[src/common/tbcc_pkg.sv]
// Package for the timer B capture/compare block: register map, fields, modes
package tbcc_pkg;
   // Register byte offsets (word aligned)
   localparam logic [7:0] ADDR_CTRL_FIRST = 8'h00;
   localparam logic [7:0] ADDR_CTRL_SECOND = 8'h04;
   localparam logic [7:0] ADDR_EVENT_CTRL = 8'h08;
   localparam logic [7:0] ADDR_STATUS = 8'h0c;
   localparam logic [7:0] ADDR_FLAGS = 8'h10;
   localparam logic [7:0] ADDR_COUNT = 8'h14;
   localparam logic [7:0] ADDR_COMPARE_CAPTURE_VALUE = 8'h18;
   // Field positions
   localparam int CF_ENABLE_BIT = 0;
   localparam int CF_CLOCK_SOURCE_SELECT_LSB = 1;
   localparam int CS_MODE_LSB = 0;
   localparam int CS_WAVE_EN_BIT = 4;
   localparam int CS_WAVE_INIT_BIT = 5;
   localparam int EC_EDGE_BIT = 4;
   localparam int ST_RUN_BIT = 0;
   localparam int FL_CAPTURE_FLAG_BIT = 0;
   // Reset values, count limits and mode count
   localparam logic [15:0] COUNT_RESET = 16'h0000;
   localparam logic [15:0] COMPARE_CAPTURE_VALUE_RESET = 16'h0000;
   localparam logic [15:0] COUNT_BOTTOM = 16'h0000;
   localparam logic [15:0] COUNT_MAX = 16'hffff;
   localparam int MODE_COUNT = 8;

   typedef enum logic [2:0] {
      TBCC_MODE_PERIODIC = 3'b000,
      TBCC_MODE_TIMEOUT = 3'b001,
      TBCC_MODE_CAPTURE_FLAG_EVT = 3'b010,
      TBCC_MODE_CAPTURE_FLAG_FRQ = 3'b011,
      TBCC_MODE_CAPTURE_FLAG_PW = 3'b100,
      TBCC_MODE_CAPTURE_FLAG_FPW = 3'b101,
      TBCC_MODE_SINGLE = 3'b110,
      TBCC_MODE_PWM8 = 3'b111
   } tbcc_mode_t;

   typedef enum logic [1:0] {
      TBCC_PERIPHERAL_CLOCK = 2'b00,
      TBCC_PERIPHERAL_CLOCK_DIV2 = 2'b01,
      TBCC_CLK_PARTNER = 2'b10,
      TBCC_CLK_RSVD = 2'b11
   } tbcc_clock_source_select_t;

   // APB request bundle
   typedef struct packed {
      logic sel;
      logic enable;
      logic write;
      logic [7:0] addr;
      logic [31:0] wdata;
   } tbcc_apb_req_t;

   // Timer event outputs
   typedef struct packed {
      logic captFlag;
      logic captEvent;
      logic running;
   } tbcc_evt_t;
endpackage : tbcc_pkg

[src/rtl/tbcc_edge_detect.sv]
// Edge detector for one synchronous event input
`timescale 1ns/1ps
module tbcc_edge_detect (
   // Clock and reset
   input wire logic ref_clk,
   input wire logic rst,
   // Event input and edge outputs
   input wire logic eventIn,
   output logic risePulse,
   output logic fallPulse
);
   logic prev_reg;

   always_ff @(posedge ref_clk or posedge rst) begin
      if (rst) begin
         prev_reg <= 1'b0;
      end else begin
         prev_reg <= eventIn;
      end
   end

   assign risePulse = eventIn & ~prev_reg;
   assign fallPulse = ~eventIn & prev_reg;
endmodule : tbcc_edge_detect

[src/rtl/tbcc_tick_select.sv]
// Count tick selection from prescaler outputs
`timescale 1ns/1ps
module tbcc_tick_select (
   // Clock and reset
   input wire logic ref_clk,
   input wire logic rst,
   // Selection
   input wire logic [1:0] clockSourceSelect,
   input wire logic partnerTimerTick,
   // Tick output
   output logic countTick
);
   logic div2_reg;

   always_ff @(posedge ref_clk or posedge rst) begin
      if (rst) begin
         div2_reg <= 1'b0;
      end else begin
         div2_reg <= ~div2_reg;
      end
   end

   always_comb begin
      case (clockSourceSelect)
         tbcc_pkg::TBCC_PERIPHERAL_CLOCK: countTick = 1'b1;
         tbcc_pkg::TBCC_PERIPHERAL_CLOCK_DIV2: countTick = div2_reg;
         tbcc_pkg::TBCC_CLK_PARTNER: countTick = partnerTimerTick;
         default: countTick = 1'b0;
      endcase
   end
endmodule : tbcc_tick_select

[src/rtl/tbcc_timer_b.sv]
// Timer B capture/compare unit with APB register slave
`timescale 1ns/1ps
module tbcc_timer_b #(
   parameter int COUNT_WIDTH = 16
) (
   // Clock and reset
   input wire logic ref_clk,
   input wire logic rst,
   // APB slave
   input wire logic psel,
   input wire logic penable,
   input wire logic pwrite,
   input wire logic [7:0] paddr,
   input wire logic [31:0] pwdata,
   output logic [31:0] prdata,
   output logic pready,
   output logic pslverr,
   // Clock and event sources
   input wire logic partnerTimerTick,
   input wire logic eventIn,
   // Waveform pin and port
   input wire logic portOutValue,
   output logic waveformPin,
   output logic waveformPinOe,
   // Timer events
   output tbcc_pkg::tbcc_evt_t timerEvent
);
   logic enable_reg;
   logic [1:0] clock_source_select_reg;
   tbcc_pkg::tbcc_mode_t mode_reg;
   logic waveEn_reg;
   logic waveInit_reg;
   logic edge_reg;
   logic run_reg;
   logic frozen_reg;
   logic capture_flag_reg;
   logic captEvt_reg;
   logic wave_reg;
   logic [COUNT_WIDTH-1:0] count_reg;
   logic [COUNT_WIDTH-1:0] compare_capture_value_reg;
   logic [31:0] prdata_reg;
   logic pslverr_reg;
   logic pinOut_reg;
   logic pinOe_reg;

   logic countTick;
   logic risePulse;
   logic fallPulse;
   logic startEdge;
   logic stopEdge;
   logic captEdge;
   logic wrAccess;
   logic rdAccess;
   logic addrOk;
   logic topHit;
   logic [31:0] rdValue;

   tbcc_tick_select u_tick (
      .ref_clk(ref_clk),
      .rst(rst),
      .clockSourceSelect(clock_source_select_reg),
      .partnerTimerTick(partnerTimerTick),
      .countTick(countTick)
   );

   tbcc_edge_detect u_edge (
      .ref_clk(ref_clk),
      .rst(rst),
      .eventIn(eventIn),
      .risePulse(risePulse),
      .fallPulse(fallPulse)
   );

   // Edge polarity: edge bit 0 starts/captures on rising
   assign startEdge = edge_reg ? fallPulse : risePulse;
   assign stopEdge = edge_reg ? risePulse : fallPulse;
   assign captEdge = edge_reg ? fallPulse : risePulse;

   assign addrOk = (paddr[1:0] == 2'b00) && (paddr <= tbcc_pkg::ADDR_COMPARE_CAPTURE_VALUE);
   assign wrAccess = psel & penable & pwrite & addrOk;
   assign rdAccess = psel & penable & ~pwrite & addrOk;
   // TOP only counts on an enabled tick
   assign topHit = enable_reg && countTick && (count_reg == compare_capture_value_reg);

   // Control registers
   always_ff @(posedge ref_clk or posedge rst) begin
      if (rst) begin
         enable_reg <= 1'b0;
         clock_source_select_reg <= 2'b00;
         mode_reg <= tbcc_pkg::TBCC_MODE_PERIODIC;
         waveEn_reg <= 1'b0;
         waveInit_reg <= 1'b0;
         edge_reg <= 1'b0;
      end else if (wrAccess) begin
         case (paddr)
            tbcc_pkg::ADDR_CTRL_FIRST: begin
               enable_reg <= pwdata[tbcc_pkg::CF_ENABLE_BIT];
               clock_source_select_reg <= pwdata[tbcc_pkg::CF_CLOCK_SOURCE_SELECT_LSB +: 2];
            end
            tbcc_pkg::ADDR_CTRL_SECOND: begin
               mode_reg <= tbcc_pkg::tbcc_mode_t'(pwdata[tbcc_pkg::CS_MODE_LSB +: 3]);
               waveEn_reg <= pwdata[tbcc_pkg::CS_WAVE_EN_BIT];
               waveInit_reg <= pwdata[tbcc_pkg::CS_WAVE_INIT_BIT];
            end
            tbcc_pkg::ADDR_EVENT_CTRL: begin
               edge_reg <= pwdata[tbcc_pkg::EC_EDGE_BIT];
            end
            default: begin
            end
         endcase
      end
   end

   // Run and freeze state for time-out check
   // Other modes run whenever enabled
   always_ff @(posedge ref_clk or posedge rst) begin
      if (rst) begin
         run_reg <= 1'b0;
         frozen_reg <= 1'b0;
      end else if (!enable_reg) begin
         run_reg <= 1'b0;
         frozen_reg <= 1'b0;
      end else if (mode_reg == tbcc_pkg::TBCC_MODE_TIMEOUT) begin
         if (!run_reg && startEdge) begin
            run_reg <= 1'b1;
            frozen_reg <= 1'b0;
         end else if (run_reg && stopEdge) begin
            run_reg <= 1'b0;
            frozen_reg <= 1'b1;
         end else if (wrAccess && paddr == tbcc_pkg::ADDR_STATUS && !frozen_reg) begin
            run_reg <= pwdata[tbcc_pkg::ST_RUN_BIT];
         end
      end else begin
         run_reg <= 1'b1;
         frozen_reg <= 1'b0;
      end
   end

   // Counter
   // Software count write wins over counting
   always_ff @(posedge ref_clk or posedge rst) begin
      if (rst) begin
         count_reg <= tbcc_pkg::COUNT_RESET;
      end else if (wrAccess && paddr == tbcc_pkg::ADDR_COUNT) begin
         count_reg <= pwdata[COUNT_WIDTH-1:0];
      end else if (enable_reg) begin
         case (mode_reg)
            tbcc_pkg::TBCC_MODE_PERIODIC: begin
               if (countTick) begin
                  // restart at TOP, otherwise step and wrap at MAX
                  count_reg <= (count_reg == compare_capture_value_reg) ? tbcc_pkg::COUNT_BOTTOM
                                                       : count_reg + 1'b1;
               end
            end
            tbcc_pkg::TBCC_MODE_TIMEOUT: begin
               if (!run_reg && startEdge) begin
                  count_reg <= tbcc_pkg::COUNT_BOTTOM;
               end else if (run_reg && countTick) begin
                  count_reg <= (count_reg == compare_capture_value_reg) ? tbcc_pkg::COUNT_BOTTOM
                                                       : count_reg + 1'b1;
               end
            end
            tbcc_pkg::TBCC_MODE_CAPTURE_FLAG_EVT: begin
               if (countTick) begin
                  count_reg <= count_reg + 1'b1;
               end
            end
            default: begin
               if (countTick) begin
                  count_reg <= count_reg + 1'b1;
               end
            end
         endcase
      end
   end

   // Compare/capture value
   // Captured count wins over software write
   always_ff @(posedge ref_clk or posedge rst) begin
      if (rst) begin
         compare_capture_value_reg <= tbcc_pkg::COMPARE_CAPTURE_VALUE_RESET;
      end else if (enable_reg && mode_reg == tbcc_pkg::TBCC_MODE_CAPTURE_FLAG_EVT && captEdge) begin
         compare_capture_value_reg <= count_reg;
      end else if (wrAccess && paddr == tbcc_pkg::ADDR_COMPARE_CAPTURE_VALUE) begin
         compare_capture_value_reg <= pwdata[COUNT_WIDTH-1:0];
      end
   end

   // Capture flag and event; set wins over clear
   always_ff @(posedge ref_clk or posedge rst) begin
      if (rst) begin
         capture_flag_reg <= 1'b0;
         captEvt_reg <= 1'b0;
      end else begin
         captEvt_reg <= 1'b0;
         if (enable_reg && mode_reg == tbcc_pkg::TBCC_MODE_PERIODIC && topHit) begin
            capture_flag_reg <= 1'b1;
            captEvt_reg <= 1'b1;
         end else if (enable_reg && mode_reg == tbcc_pkg::TBCC_MODE_TIMEOUT
                      && run_reg && topHit) begin
            capture_flag_reg <= 1'b1;
            captEvt_reg <= 1'b1;
         end else if (enable_reg && mode_reg == tbcc_pkg::TBCC_MODE_CAPTURE_FLAG_EVT && captEdge) begin
            capture_flag_reg <= 1'b1;
            captEvt_reg <= 1'b1;
         end else if (rdAccess && paddr == tbcc_pkg::ADDR_COMPARE_CAPTURE_VALUE
                      && mode_reg == tbcc_pkg::TBCC_MODE_CAPTURE_FLAG_EVT) begin
            capture_flag_reg <= 1'b0;
         end else if (wrAccess && paddr == tbcc_pkg::ADDR_FLAGS
                      && pwdata[tbcc_pkg::FL_CAPTURE_FLAG_BIT]) begin
            capture_flag_reg <= 1'b0;
         end
      end
   end

   // Waveform: toggled at TOP, loaded with the init value while disabled
   always_ff @(posedge ref_clk or posedge rst) begin
      if (rst) begin
         wave_reg <= 1'b0;
      end else if (!enable_reg) begin
         wave_reg <= waveInit_reg;
      end else if (topHit) begin
         wave_reg <= ~wave_reg;
      end
   end

   // Pin drive: timer overrides port value when waveEn_reg is set
   // Pin released during reset, driven in every cycle after it, never released
   always_ff @(posedge ref_clk or posedge rst) begin
      if (rst) begin
         pinOut_reg <= 1'b0;
         pinOe_reg <= 1'b0;
      end else begin
         pinOut_reg <= waveEn_reg ? wave_reg : portOutValue;
         pinOe_reg <= 1'b1;
      end
   end

   // Read mux
   always_comb begin
      rdValue = 32'h0000_0000;
      case (paddr)
         tbcc_pkg::ADDR_CTRL_FIRST: begin
            rdValue[tbcc_pkg::CF_ENABLE_BIT] = enable_reg;
            rdValue[tbcc_pkg::CF_CLOCK_SOURCE_SELECT_LSB +: 2] = clock_source_select_reg;
         end
         tbcc_pkg::ADDR_CTRL_SECOND: begin
            rdValue[tbcc_pkg::CS_MODE_LSB +: 3] = mode_reg;
            rdValue[tbcc_pkg::CS_WAVE_EN_BIT] = waveEn_reg;
            rdValue[tbcc_pkg::CS_WAVE_INIT_BIT] = waveInit_reg;
         end
         tbcc_pkg::ADDR_EVENT_CTRL: rdValue[tbcc_pkg::EC_EDGE_BIT] = edge_reg;
         tbcc_pkg::ADDR_STATUS: rdValue[tbcc_pkg::ST_RUN_BIT] = run_reg;
         tbcc_pkg::ADDR_FLAGS: rdValue[tbcc_pkg::FL_CAPTURE_FLAG_BIT] = capture_flag_reg;
         tbcc_pkg::ADDR_COUNT: rdValue[COUNT_WIDTH-1:0] = count_reg;
         tbcc_pkg::ADDR_COMPARE_CAPTURE_VALUE: rdValue[COUNT_WIDTH-1:0] = compare_capture_value_reg;
         default: rdValue = 32'h0000_0000;
      endcase
   end

   // APB response: ready in the first access cycle, no wait state, data registered
   // Read data latched in setup, stands with pready
   always_ff @(posedge ref_clk or posedge rst) begin
      if (rst) begin
         pready <= 1'b0;
         prdata_reg <= 32'h0000_0000;
         pslverr_reg <= 1'b0;
      end else begin
         pready <= psel & ~penable;
         prdata_reg <= (psel & ~penable & ~pwrite) ? rdValue : prdata_reg;
         pslverr_reg <= psel & ~penable & ~((paddr[1:0] == 2'b00)
                                           && (paddr <= tbcc_pkg::ADDR_COMPARE_CAPTURE_VALUE));
      end
   end

   assign prdata = prdata_reg;
   assign pslverr = pslverr_reg;
   assign waveformPin = pinOut_reg;
   assign waveformPinOe = pinOe_reg;
   assign timerEvent = '{captFlag: capture_flag_reg, captEvent: captEvt_reg, running: run_reg};
endmodule : tbcc_timer_b

[config.mk]
export PLATFORM = sky130hd
export DESIGN_NAME = tbcc_timer_b
export DESIGN_NICKNAME = d
export VERILOG_FILES = /design/src/common/tbcc_pkg.sv /design/src/rtl/tbcc_edge_detect.sv /design/src/rtl/tbcc_tick_select.sv /design/src/rtl/tbcc_timer_b.sv
export SDC_FILE = /design/constraint.sdc
export NUM_CORES = 1
export LEC_CHECK = 0
export BUFFER_PORTS_ARGS = -buffer_cell sky130_fd_sc_hd__buf_2
export CAP_MARGIN = 20
export CORE_AREA = 2 2 90 92
export DETAILED_ROUTE_END_ITERATION = 16
export DIE_AREA = 0 0 92 94
export GPL_TIMING_DRIVEN = 0
export PLACE_DENSITY = 0.89
export SYNTH_ARGS = -nofsm -noshare
export SYNTH_HDL_FRONTEND = slang
export SYNTH_SLANG_ARGS = --single-unit
[constraint.sdc]
create_clock -name ref_clk -period 2.5 [get_ports ref_clk]
set_input_delay 0 -clock ref_clk [delete_from_list [all_inputs] [get_ports ref_clk]]
set_output_delay 0 -clock ref_clk [all_outputs]
set_load 0.02 [all_outputs]
# Word level (Yosys, flattened, before mapping)
# Index checks and enable logic that the tools add are counted.
# word_totals
register_bits	68
in_bits	48
out_inout_bits	39
word_cells	129
# classes
n_addsub	1
n_lt_le_gt_ge	1
eq_ne	16
n_mux	39
n_bitwise	17
n_reduce_logical	35
# ops
op	count
$mux 16	9
$pmux 16 s2	1
$eq 8x5->1 const B	3
$mux 1	22
$logic_and 1x1->1	21
$pmux 10 s2	1
$add 16x1->16 const B	1
$eq 16x16->1	1
$eq 8x4->1 const B	2
$and 1x1->1	10
$eq 8x3->1 const B	1
$le 8x5->1 const B	1
$logic_not 8->1	1
$pmux 2 s4	1
$not 1->1	7
$pmux 1 s3	2
$pmux 1 s6	1
$reduce_and 2->1	3
$ne 5x2->1 const B	1
$reduce_bool 5->1	1
$logic_not 2->1	2
$ne 4x1->1 const B	1
$ne 4x2->1 const B	1
$pmux 1 s4	1
12 further kinds	14

# Depth between registers and ports, before layout
# Gate-level depths: netlist of the first run.
# logic_depth
ltp_word	10
ltp_mapped	9
depth_no_buf	7

# Hierarchy
# From an unflattened synthesis of the first run, not the netlist that was laid out.
# hier_totals
cells_unflattened	456
area_unflattened_um2	4146.5
# modules_own_cells
mod	instances	cells_each	area_each_um2	seq_area_each_um2
tbcc_timer_b	1	446	4046.4	1651.6
tbcc_tick_select	1	6	56.3	25.0
tbcc_edge_detect	1	4	43.8	25.0

# Least setup slack after synthesis of the first run
# OpenSTA, ideal clock, no wires.
# synth_path
path_type	register -> register
start	register count_reg[11]
end	register count_reg[10]
setup_time_ps	135
arrival_time_ps	1734
required_time_ps	2365
setup_slack_ps	631
path_stages_with_launch	8
n_path_buf	1
synth_period_minus_slack_ps	1869
cell_sequence	dfrtp_1 buf_2 xnor2_1 nand4_1 nor4_2 o21ai_1 nor2_1 o31ai_1
# synth_between
elab_chain_cells	7
elab_cells_between_ends	8
cone_classes	eq/ne: 1; mux: 7
# synth_lines
item	line_no	source
start, declared	tbcc_timer_b.sv:39	logic [COUNT_WIDTH-1:0] count_reg;
start signal, assigned	tbcc_timer_b.sv:143	count_reg <= tbcc_pkg::COUNT_RESET;
start signal, assigned	tbcc_timer_b.sv:145	count_reg <= pwdata[COUNT_WIDTH-1:0];
start signal, assigned	tbcc_timer_b.sv:151	count_reg <= (count_reg == compare_capture_value_reg) ? tbcc_pkg::COUNT_BOTTOM
$eq 16x16->1 (*)	tbcc_timer_b.sv:151, tbcc_timer_b.sv:159	
$mux 16 (*)	tbcc_timer_b.sv:151, tbcc_timer_b.sv:159	
$mux 16	tbcc_timer_b.sv:158	end else if (run_reg && countTick) begin
$mux 16	tbcc_timer_b.sv:156	if (!run_reg && startEdge) begin
$pmux 16 s2 (*)	tbcc_timer_b.sv:147	case (mode_reg)
$mux 16 (*)	tbcc_timer_b.sv:146	end else if (enable_reg) begin
$mux 16 (*)	tbcc_timer_b.sv:144	end else if (wrAccess && paddr == tbcc_pkg::ADDR_COUNT) begin
# Every way passes the cells marked *; elsewhere a longest branch is shown, timed or not. The select of a mux whose other input is x is not followed.
# A chain may end at the register's enable or synchronous reset.

# Final worst setup path of the first run
# layout_path
start	register count_reg[10]
end	register count_reg[14]
# layout_between
elab_chain_cells	7
elab_cells_between_ends	10
cone_classes	add/sub: 1; eq/ne: 1; mux: 8
# layout_lines
item	line_no
$add 16x1->16 or $eq 16x16->1 (tied branches)	--
$mux 16	tbcc_timer_b.sv:151, tbcc_timer_b.sv:159
$mux 16	tbcc_timer_b.sv:158
$mux 16	tbcc_timer_b.sv:156
$pmux 16 s2 (*)	tbcc_timer_b.sv:147
$mux 16 (*)	tbcc_timer_b.sv:146
$mux 16 (*)	tbcc_timer_b.sv:144
# Marked as above.

==> results, run 1 <==
- The flow ran to the end, and the final reports show no timing, DRC or antenna violations.
- The synthesized design contains 68 register bits.
- The clock-pin slew on the worst setup and hold paths is 0.08 ns.
- In this run the deepest clock path goes through 2 buffers.
- For the pin with the worst max-slew slack, the measured transition is 0.874 ns.
- The cell area that synthesis handed to floorplanning was 0.00410 mm^2.
- TritonCTS built the clock tree.
- Data on the critical path is required at its endpoint by 2.75 ns.
- The total count of hold-check failures in the final report came to 0.
- The first-pass GRT wire length is 17,900 um.
- The placed instances occupy a cell area of 0.00456 mm^2.
- Cell internal power was estimated by the tool at 0.00217 W.
- Measured against its own limit, the worst slew margin works out to 41.8%.
- The floorplan has 32 rows.
- The largest area contributor in the netlist is dfrtp_1.
- The cell area after layout is 0.00501 mm^2.
- The net switching component of the power is 0.00112 W.
- Setup violations remaining at the end of the flow were counted as 0.
- The most common cell in the netlist is dfrtp_1.
- For this design the top-level I/O count stands at 87.
- Across all register-to-register paths, the minimum setup slack is 0.05 ns.
- The number of clock buffers added by TritonCTS is 9.
- Of the total power, the clock network draws 31.8%.
- The average instance in the mapped netlist occupies 9.02 um^2.
- Setup repair after global routing left no endpoint under its margin.
- The highest clock frequency the design can meet is 0.408 GHz.
- The routed via count is 3,991.
- The initial antenna violation count is 0.
- In this run switching power makes up 34.1% of total power.
- Sequential cells burn 43.6% of the power.
- The proportion of layout cells with a drive suffix above 1 is 22.9%.
- The count of input and output buffers is 52.
- The biggest fanout along the worst timing path is 8.
- 0 antenna diodes ended up in the layout.
- In this run the worst setup path terminates at count_reg[14].
- The final clock skew is 0.00691 ns.
- The placeable core area is 0.00761 mm^2.
- The H-tree generated during clock tree synthesis spans 3 levels.
- The floorplan step set the die width to 92 um.
- Global routing consumed, over all layers together, 26.5% of the routing resources.
- The sequential element share of the synthesized area is 41.6%.
- The sequential cell area is 0.00170 mm^2.
- By count the netlist is led by dfrtp_1, nor2_1, a21oi_1.
- STA classifies the critical path startpoint as a flop.
- The arrival time at the worst endpoint is 2.71 ns.
- The depth of the most critical reg-to-reg path is 7.
- The clock reaches the later pin of the worst-skew pair after 0.36 ns.
- Yosys mapped a number of flops with a built-in enable equal to 0.
- The congestion estimate from routability-driven global placement came to 0.942.
- The die covers 0.00865 mm^2.
- The final layout contains 604 nets.
- Clock tree synthesis found a total of 68 sinks.
- The placed wire-length estimate is 7850 um.
- Once detail routing completed, the nets flagged for antenna violations numbered 0.
- Before antenna repair, the detailed router went through 8 iterations.
- The beginning of the critical path is count_reg[10].
- The number of distinct library cells after synthesis is 58.
- The via count of the first global-routing pass is 3,759.
- The end of the worst register-to-register path is count_reg[14].
- Compared with the post-synthesis result, the final layout area differs by 22.5%.
- The initial utilization of the core area, before any placement, comes to 53.8%.
- The path category of the worst min-delay check is in2reg.
- The worst IR drop on VDD is 0.345 mV.
- The total area of multi-input combinational cells is 0.00212 mm^2.
- The overall die height is 94 um.
- In the final routed layout, each cell accounts on average for 17.1 um.
- Of all flip-flops after synthesis, the portion carrying an async set or reset was 100%.
- The power density normalized to cell area is 656 mW/mm^2.
- The worst register-to-register path begins at count_reg[10].
- The final layout contains routed wiring with a total length of 11,300 um.
- The filler cells instantiated in the layout total 593.
- The gate count after technology mapping is 454.
- The smallest clock period supported by the final layout is computed as 2.45 ns.
- The buffer type at the clock tree root is clkbuf_8.
- STA classifies the critical path endpoint as a flop.
- Max-cap violations in this run came to 0.
- Entering global routing, the biggest net connects 41 pins.
- The overall overflow remaining after global route is 0.
- Summed over its instances, the top area cell type makes up 41.6% of the synthesized netlist area.
- The per-cell via count in the routed design is 6.03.
- The part of the power in combinational logic is 24.6%.
- Summed over all cells, the static leakage comes to 2.27 nW.
- The critical path class is reg2reg.
- In the routed design, unresolved DRC markers number 0.
- The number of pins with negative max-slew slack in the final report is 0.
- The worst path uses 98.1% of the clock period.
- The final total negative setup slack is 0 ns.
- Yosys printed 0 warnings.
- In the post-synthesis netlist, the biggest area contributors are dfrtp_1, a21oi_1, nor2_1, xnor2_1, mux2i_1.
- The detailed router finished its first iteration with 515 violations.
- In the synthesized netlist the dominant register cell turns out to be dfrtp_1.
[timing repair]
| action | 4_1_cts | 5_1_grt |
|---|---|---|
| endpoints found under the setup margin | 3 | 3 |
| buffers inserted | 0 | 0 |
| gates resized for setup | 1 | 1 |
| cloned | 0 | 0 |
| hold buffers | 22 | 0 |
| endpoints found under the hold margin | 62 | 0 |
[through the flow]
step                      instances  utilization [%]  hold WS, ns  power [W]  setup WS [ns]
final                           662             65.9       0.0509    0.00329         0.0482
after global routing            662             65.9       0.0725    0.00340        0.00707
after CTS                       662             65.9       0.0446    0.00324          0.121
after detailed placement        624             59.9        0.118    0.00219        0.00338
after global placement          623             59.7        0.188    0.00215         0.0453
after floorplan                 469                -       0.0314    0.00195          0.631
[worst min path at each step]
stage	from	to	depth (start not counted)	slack, ns
after floorplan	eventIn	u_edge.prev_reg	0	0.03
after global placement	eventIn	u_edge.prev_reg	1	0.19
after detailed placement	rst	prdata[5]	2	0.12
after CTS	paddr[4]	pslverr	3	0.04
after global routing	paddr[4]	pslverr	3	0.07
final	paddr[4]	pslverr	3	0.05
[kinds of logic after synthesis]
logic type / share of synthesized area [%]
AND/OR/NAND/NOR: 19.2
AO/OA/AOI/OAI: 18.6
flip-flops: 41.6
buffers and inverters: 8.28
multiplexers: 6.94
XOR/XNOR: 4.92
other: 0.183
adder cells (fa/ha/maj): 0.305
[worst max-delay path: stages (launching register included)]
cell	delay [ns]
dfrtp_1	0.39
buf_2	0.18
xnor2_1	0.13
nand4_1	0.15
nor4_4	0.09
o21ai_1	0.62
nand3_1	0.37
o311ai_1	0.39
[power by group through the flow]
| stage | clock network [W] | logic (W) | registers, W |
|---|---|---|---|
| 6_report | 0.00105 | 0.000809 | 0.00143 |
| 5_1_grt | 0.00107 | 0.000873 | 0.00145 |
| 4_1_cts | 0.00104 | 0.000789 | 0.00141 |
| 3_5_place_dp | 0 | 0.000752 | 0.00143 |
| 3_3_place_gp | 0 | 0.000726 | 0.00142 |
| 2_1_floorplan | 0 | 0.000526 | 0.00143 |
[routing by layer]
layer  vias to the layer above  part of all wire (%)  wire length (um)  global-route usage [%]
li1                       1777                     -                 -                       -
met1                      1889                    39              4400                    32.2
met2                       270                    48              5400                    45.2
met3                        55                   9.9              1120                    6.90
met4                         0                   3.6               402                    10.8
met5                         -                     0                 0                       0
[final cells by class]
type / instances / area share (%)
clock buffers: 10 / 2.74
plain buffers: 49 / 5.41
well taps: 102 / 2.54
multi-input cells: 334 / 42.3
clock inverters: 6 / 1.72
inverters: 18 / 1.35
repair buffers: 75 / 9.98
flip-flops and latches: 68 / 33.9
[placed cells by master (no fill, tap or decap), types with 5 or more instances in the layout]
| master | Yosys | layout |
|---|---|---|
| nor2_1 | 49 | 48 |
| nand2_1 | 28 | 28 |
| a21oi_1 | 45 | 45 |
| o21ai_0 | 13 | 13 |
| nor3_1 | 7 | 7 |
| nand4_1 | 6 | 6 |
| conb_1 | 2 | 17 |
| a22oi_1 | 19 | 19 |
| dlygate4sd3_1 | 0 | 22 |
| xnor2_1 | 21 | 21 |
| mux2i_1 | 16 | 16 |
| clkbuf_1 | 16 | 16 |
| o21ai_1 | 7 | 7 |
| inv_1 | 18 | 17 |
| buf_4 | 19 | 19 |
| buf_2 | 12 | 64 |
| dfrtp_1 | 68 | 68 |
| mux2_2 | 11 | 11 |
| a31oi_1 | 5 | 5 |
| clkbuf_8 | 0 | 10 |
| nand3_1 | 21 | 21 |
No activity file was read; power rests on OpenSTA's default activity.
==> inputs of run 2 (changes only) <==
- PLACE_DENSITY: 0.89 -> 0.78
==> run 2 against run 1 <==
Effect of this change:
- worst setup slack gained 0.12 ns
- sequential cell count is the same
- register-to-register slack gained 0.12 ns
- non-clock buffer count shrank 2
- critical path depth is the same
- clock skew grew 0.00058 ns
- clock-buffer cell count is the same
- die area is the same
- maximum frequency grew 5.3%
- via count shrank 2.2%
- cell count shrank 0.30%
==> results, run 2 (same netlist as run 1, synthesis figures left out) <==
- The run finished with clean final reports.
- The pin count of the biggest net entering global routing is 69 (+68%).
- The initial core utilization is 53.8% (unchanged).
- The final clock skew is 0.00748 ns (+0.000577 ns).
- Compared with the post-synthesis result, the final layout area differs by 21.1%.
- The least setup slack across all paths after layout is 0.172 ns (+0.124 ns).
- The count of routing violations after the opening detailed-route iteration is 278 (-46%).
- Leaving out fill and tap cells, the most frequent cell in the layout is dfrtp_1.
- The most congested layer reported by global routing is met2.
- The arrival time at the worst endpoint was 2.54 ns (-0.17 ns).
- The I/O pin total is 87 (unchanged).
- The final critical-path share of the clock period came to 93.1% (-4.9 points).
- The total wire length is 11,000 um (-2.4%).
- The routability congestion estimate from global placement is 0.949 (+0.81%).
- The clock-pin slew on the worst setup and hold paths was 0.08 ns (about the same).
- The critical path goes through buf_2, xnor2_1, nand4_1, nor4_4, o21ai_2, nor2_1, o31ai_1.
- The number of pins with negative max-slew slack in the final report is 0 (unchanged).
- The global-route track usage on met3 is 5.70% (-1.2 points).
- The overall die width was 92 um (unchanged).
- The biggest fanout along the worst timing path is 8 (unchanged).
- The path category of the worst min-delay check is in2reg.
- The overall overflow remaining after global route is 0 (unchanged).
- The end of the worst register-to-register path is count_reg[11].
- The minimum clock period is 2.33 ns (-0.124 ns).
- The placed wire-length estimate is 7840 um (about the same).
- The placeable core area is 0.00761 mm^2 (unchanged).
- The fill cell total of the finished layout is 620 (+4.6%).
- The first-pass GRT wire length is 17,800 um (-0.20%).
- The total CTS buffers was 9 (unchanged).
- The number of max-cap violations is 0 (unchanged).
- The critical path class is reg2reg.
- The clock insertion delay at the later pin of the skew report came to 0.36 ns (about the same).
- The buffers plus inverters on the worst setup path came to 1 (unchanged).
- The slowest stage of the critical path belongs to the cell nor4_4.
- The non-filler instance count after layout is 660 (-0.30%).
- The highest clock frequency the design can meet is 0.430 GHz (+5.3%).
- The met2 track demand over resource is 43.4% (-1.8 points).
- The tightest slew margin relative to the limit was 45.2% (+3.4 points).
- The overall die height is 94 um (unchanged).
- The number of levels the H-tree was split into was 3 (unchanged).
- The total count of hold-check failures in the final report was 0 (unchanged).
- The average wire per standard cell is 16.7 um (-2.1%).
- The post-placement cell count was 623 (-0.16%).
- The element type at the critical path start is a flop.
- The antenna violation net count after detailed routing is 0 (unchanged).
- The fraction of met1 tracks used by global routing is 34.3% (+2.1 points).
- The overall power consumption is 0.00315 W (-4.3%).
- The antenna diode count came to 0 (unchanged).
- Tracing the worst setup path back leads to its startpoint at count_reg[11].
- The initial antenna violation count is 0 (unchanged).
- The total stage count of the critical path was 7 (unchanged).
- The slew at the pin with the worst max-slew slack is 0.822 ns (-0.0513 ns).
- The final core area utilization came to 65.2% (-0.76 points).
- The kind of cell with the highest combined delay along the critical path is simple AND/OR/NAND/NOR gates.
- The per-cell via count in the routed design is 5.92 (-1.9%).
- The proportion of layout cells with a drive suffix above 1 is 22.6% (-0.28 points).
- The post-placement worst setup slack was -0.00467 ns (-0.00805 ns).
- The setup violation total in the final timing report is 0 (unchanged).
- In this run the worst setup path terminates at count_reg[11].
- The worst IR drop on VDD is 0.356 mV (+3.2%).
- The CTS tree is built.
- The routed via count was 3,905 (-2.2%).
- The worst setup path is captured at a flop.
- The die area is 0.00865 mm^2 (unchanged).
- The count of input and output buffers is 52 (unchanged).
- The maximum buffer depth of the clock tree is 2 (unchanged).
- The number of nets in the layout is 602 (-0.33%).
- Setup repair after global routing left no endpoint under its margin.
- The total DRC errors in the routed layout is 0 (unchanged).
- The total global routing track utilization came to 26.6% (+0.033 points).
- The cell sitting at the root of the clock tree is a clkbuf_8.
- The critical path required time is 2.72 ns (-0.03 ns).
- The library cells used most frequently in the layout, excluding fill and tap cells, are dfrtp_1, buf_2, nor2_1.
- In this run the critical register-to-register path is launched from count_reg[11].
- The final total negative setup slack came to 0 ns (unchanged).
- The via count of the first global-routing pass was 3,655 (-2.8%).
- The power density normalized to cell area is 635 mW/mm^2 (-3.2%).
- The maximum cell stage delay along the critical path was 0.50 ns (-0.12 ns).
- The internal reg-to-reg setup slack was 0.17 ns (+0.12 ns).
- The clock sink total is 68 (unchanged).
- The count of standard-cell rows is 32 (unchanged).
- The depth of the most critical reg-to-reg path was 7 (unchanged).
- The first-pass iteration count of the detailed router came to 6 (-2).
- The number of post-CTS setup repair buffers is 0 (unchanged).
- The static leakage came to 2.24 nW (-1.3%).
-- run 2: final cells by class --
class	instances	area (um^2)	share of cell area, %
Buffer	49	272	5.48
Timing Repair Buffer	73	470	9.49
Inverter	18	70.1	1.41
Clock buffer	10	128	2.57
Multi-Input combinational cell	334	2120	42.8
Tap cell	102	128	2.57
Clock inverter	6	65.1	1.31
Sequential cell	68	1700	34.3
-- run 2: metal layers --
metal | up-vias | share of wire [%]
met2 | 224 | 47
met3 | 45 | 8.9
met5 | - | 0
li1 | 1785 | -
met1 | 1851 | 41
met4 | 0 | 3.1
-- run 2: metrics by stage --
| stage | hold slack (ns) | instance area, um^2 |
|---|---|---|
| global route | 0.0687 | 4960 |
| floorplan | 0.0314 | 4150 |
| global placement | 0.189 | 4540 |
| detailed placement | 0.197 | 4540 |
| CTS | 0.0134 | 4950 |
| finish | 0.0413 | 4960 |
-- run 2: what timing repair did --
action,in CTS,in global routing
gates resized for setup,1,1
setup endpoints to repair,8,7
hold buffers,21,0
hold endpoints to repair,101,0
cloned,0,0
-- run 2: how the worst min path moves through the flow --
stage | start | endpoint | cells after the start
finish | pwdata[14] | count_reg[14] | 4
global route | pwdata[14] | count_reg[14] | 4
CTS | pwdata[14] | compare_capture_value_reg[14] | 3
detailed placement | eventIn | u_edge.prev_reg | 1
global placement | eventIn | u_edge.prev_reg | 1
floorplan | eventIn | u_edge.prev_reg | 0
-- run 2: tightest hold or removal path, cell delays in order --
cell,delay [ns]
buf_2,0.11
and2_1,0.13
a31oi_1,0.04
o311ai_1,0.07
-- run 2: report_power, final --
group / switching (W) / internal (W)
sequential: 0.000189 / 0.00124
combinational: 0.000475 / 0.000334
clock: 0.000448 / 0.000461
total: 0.00111 / 0.00204
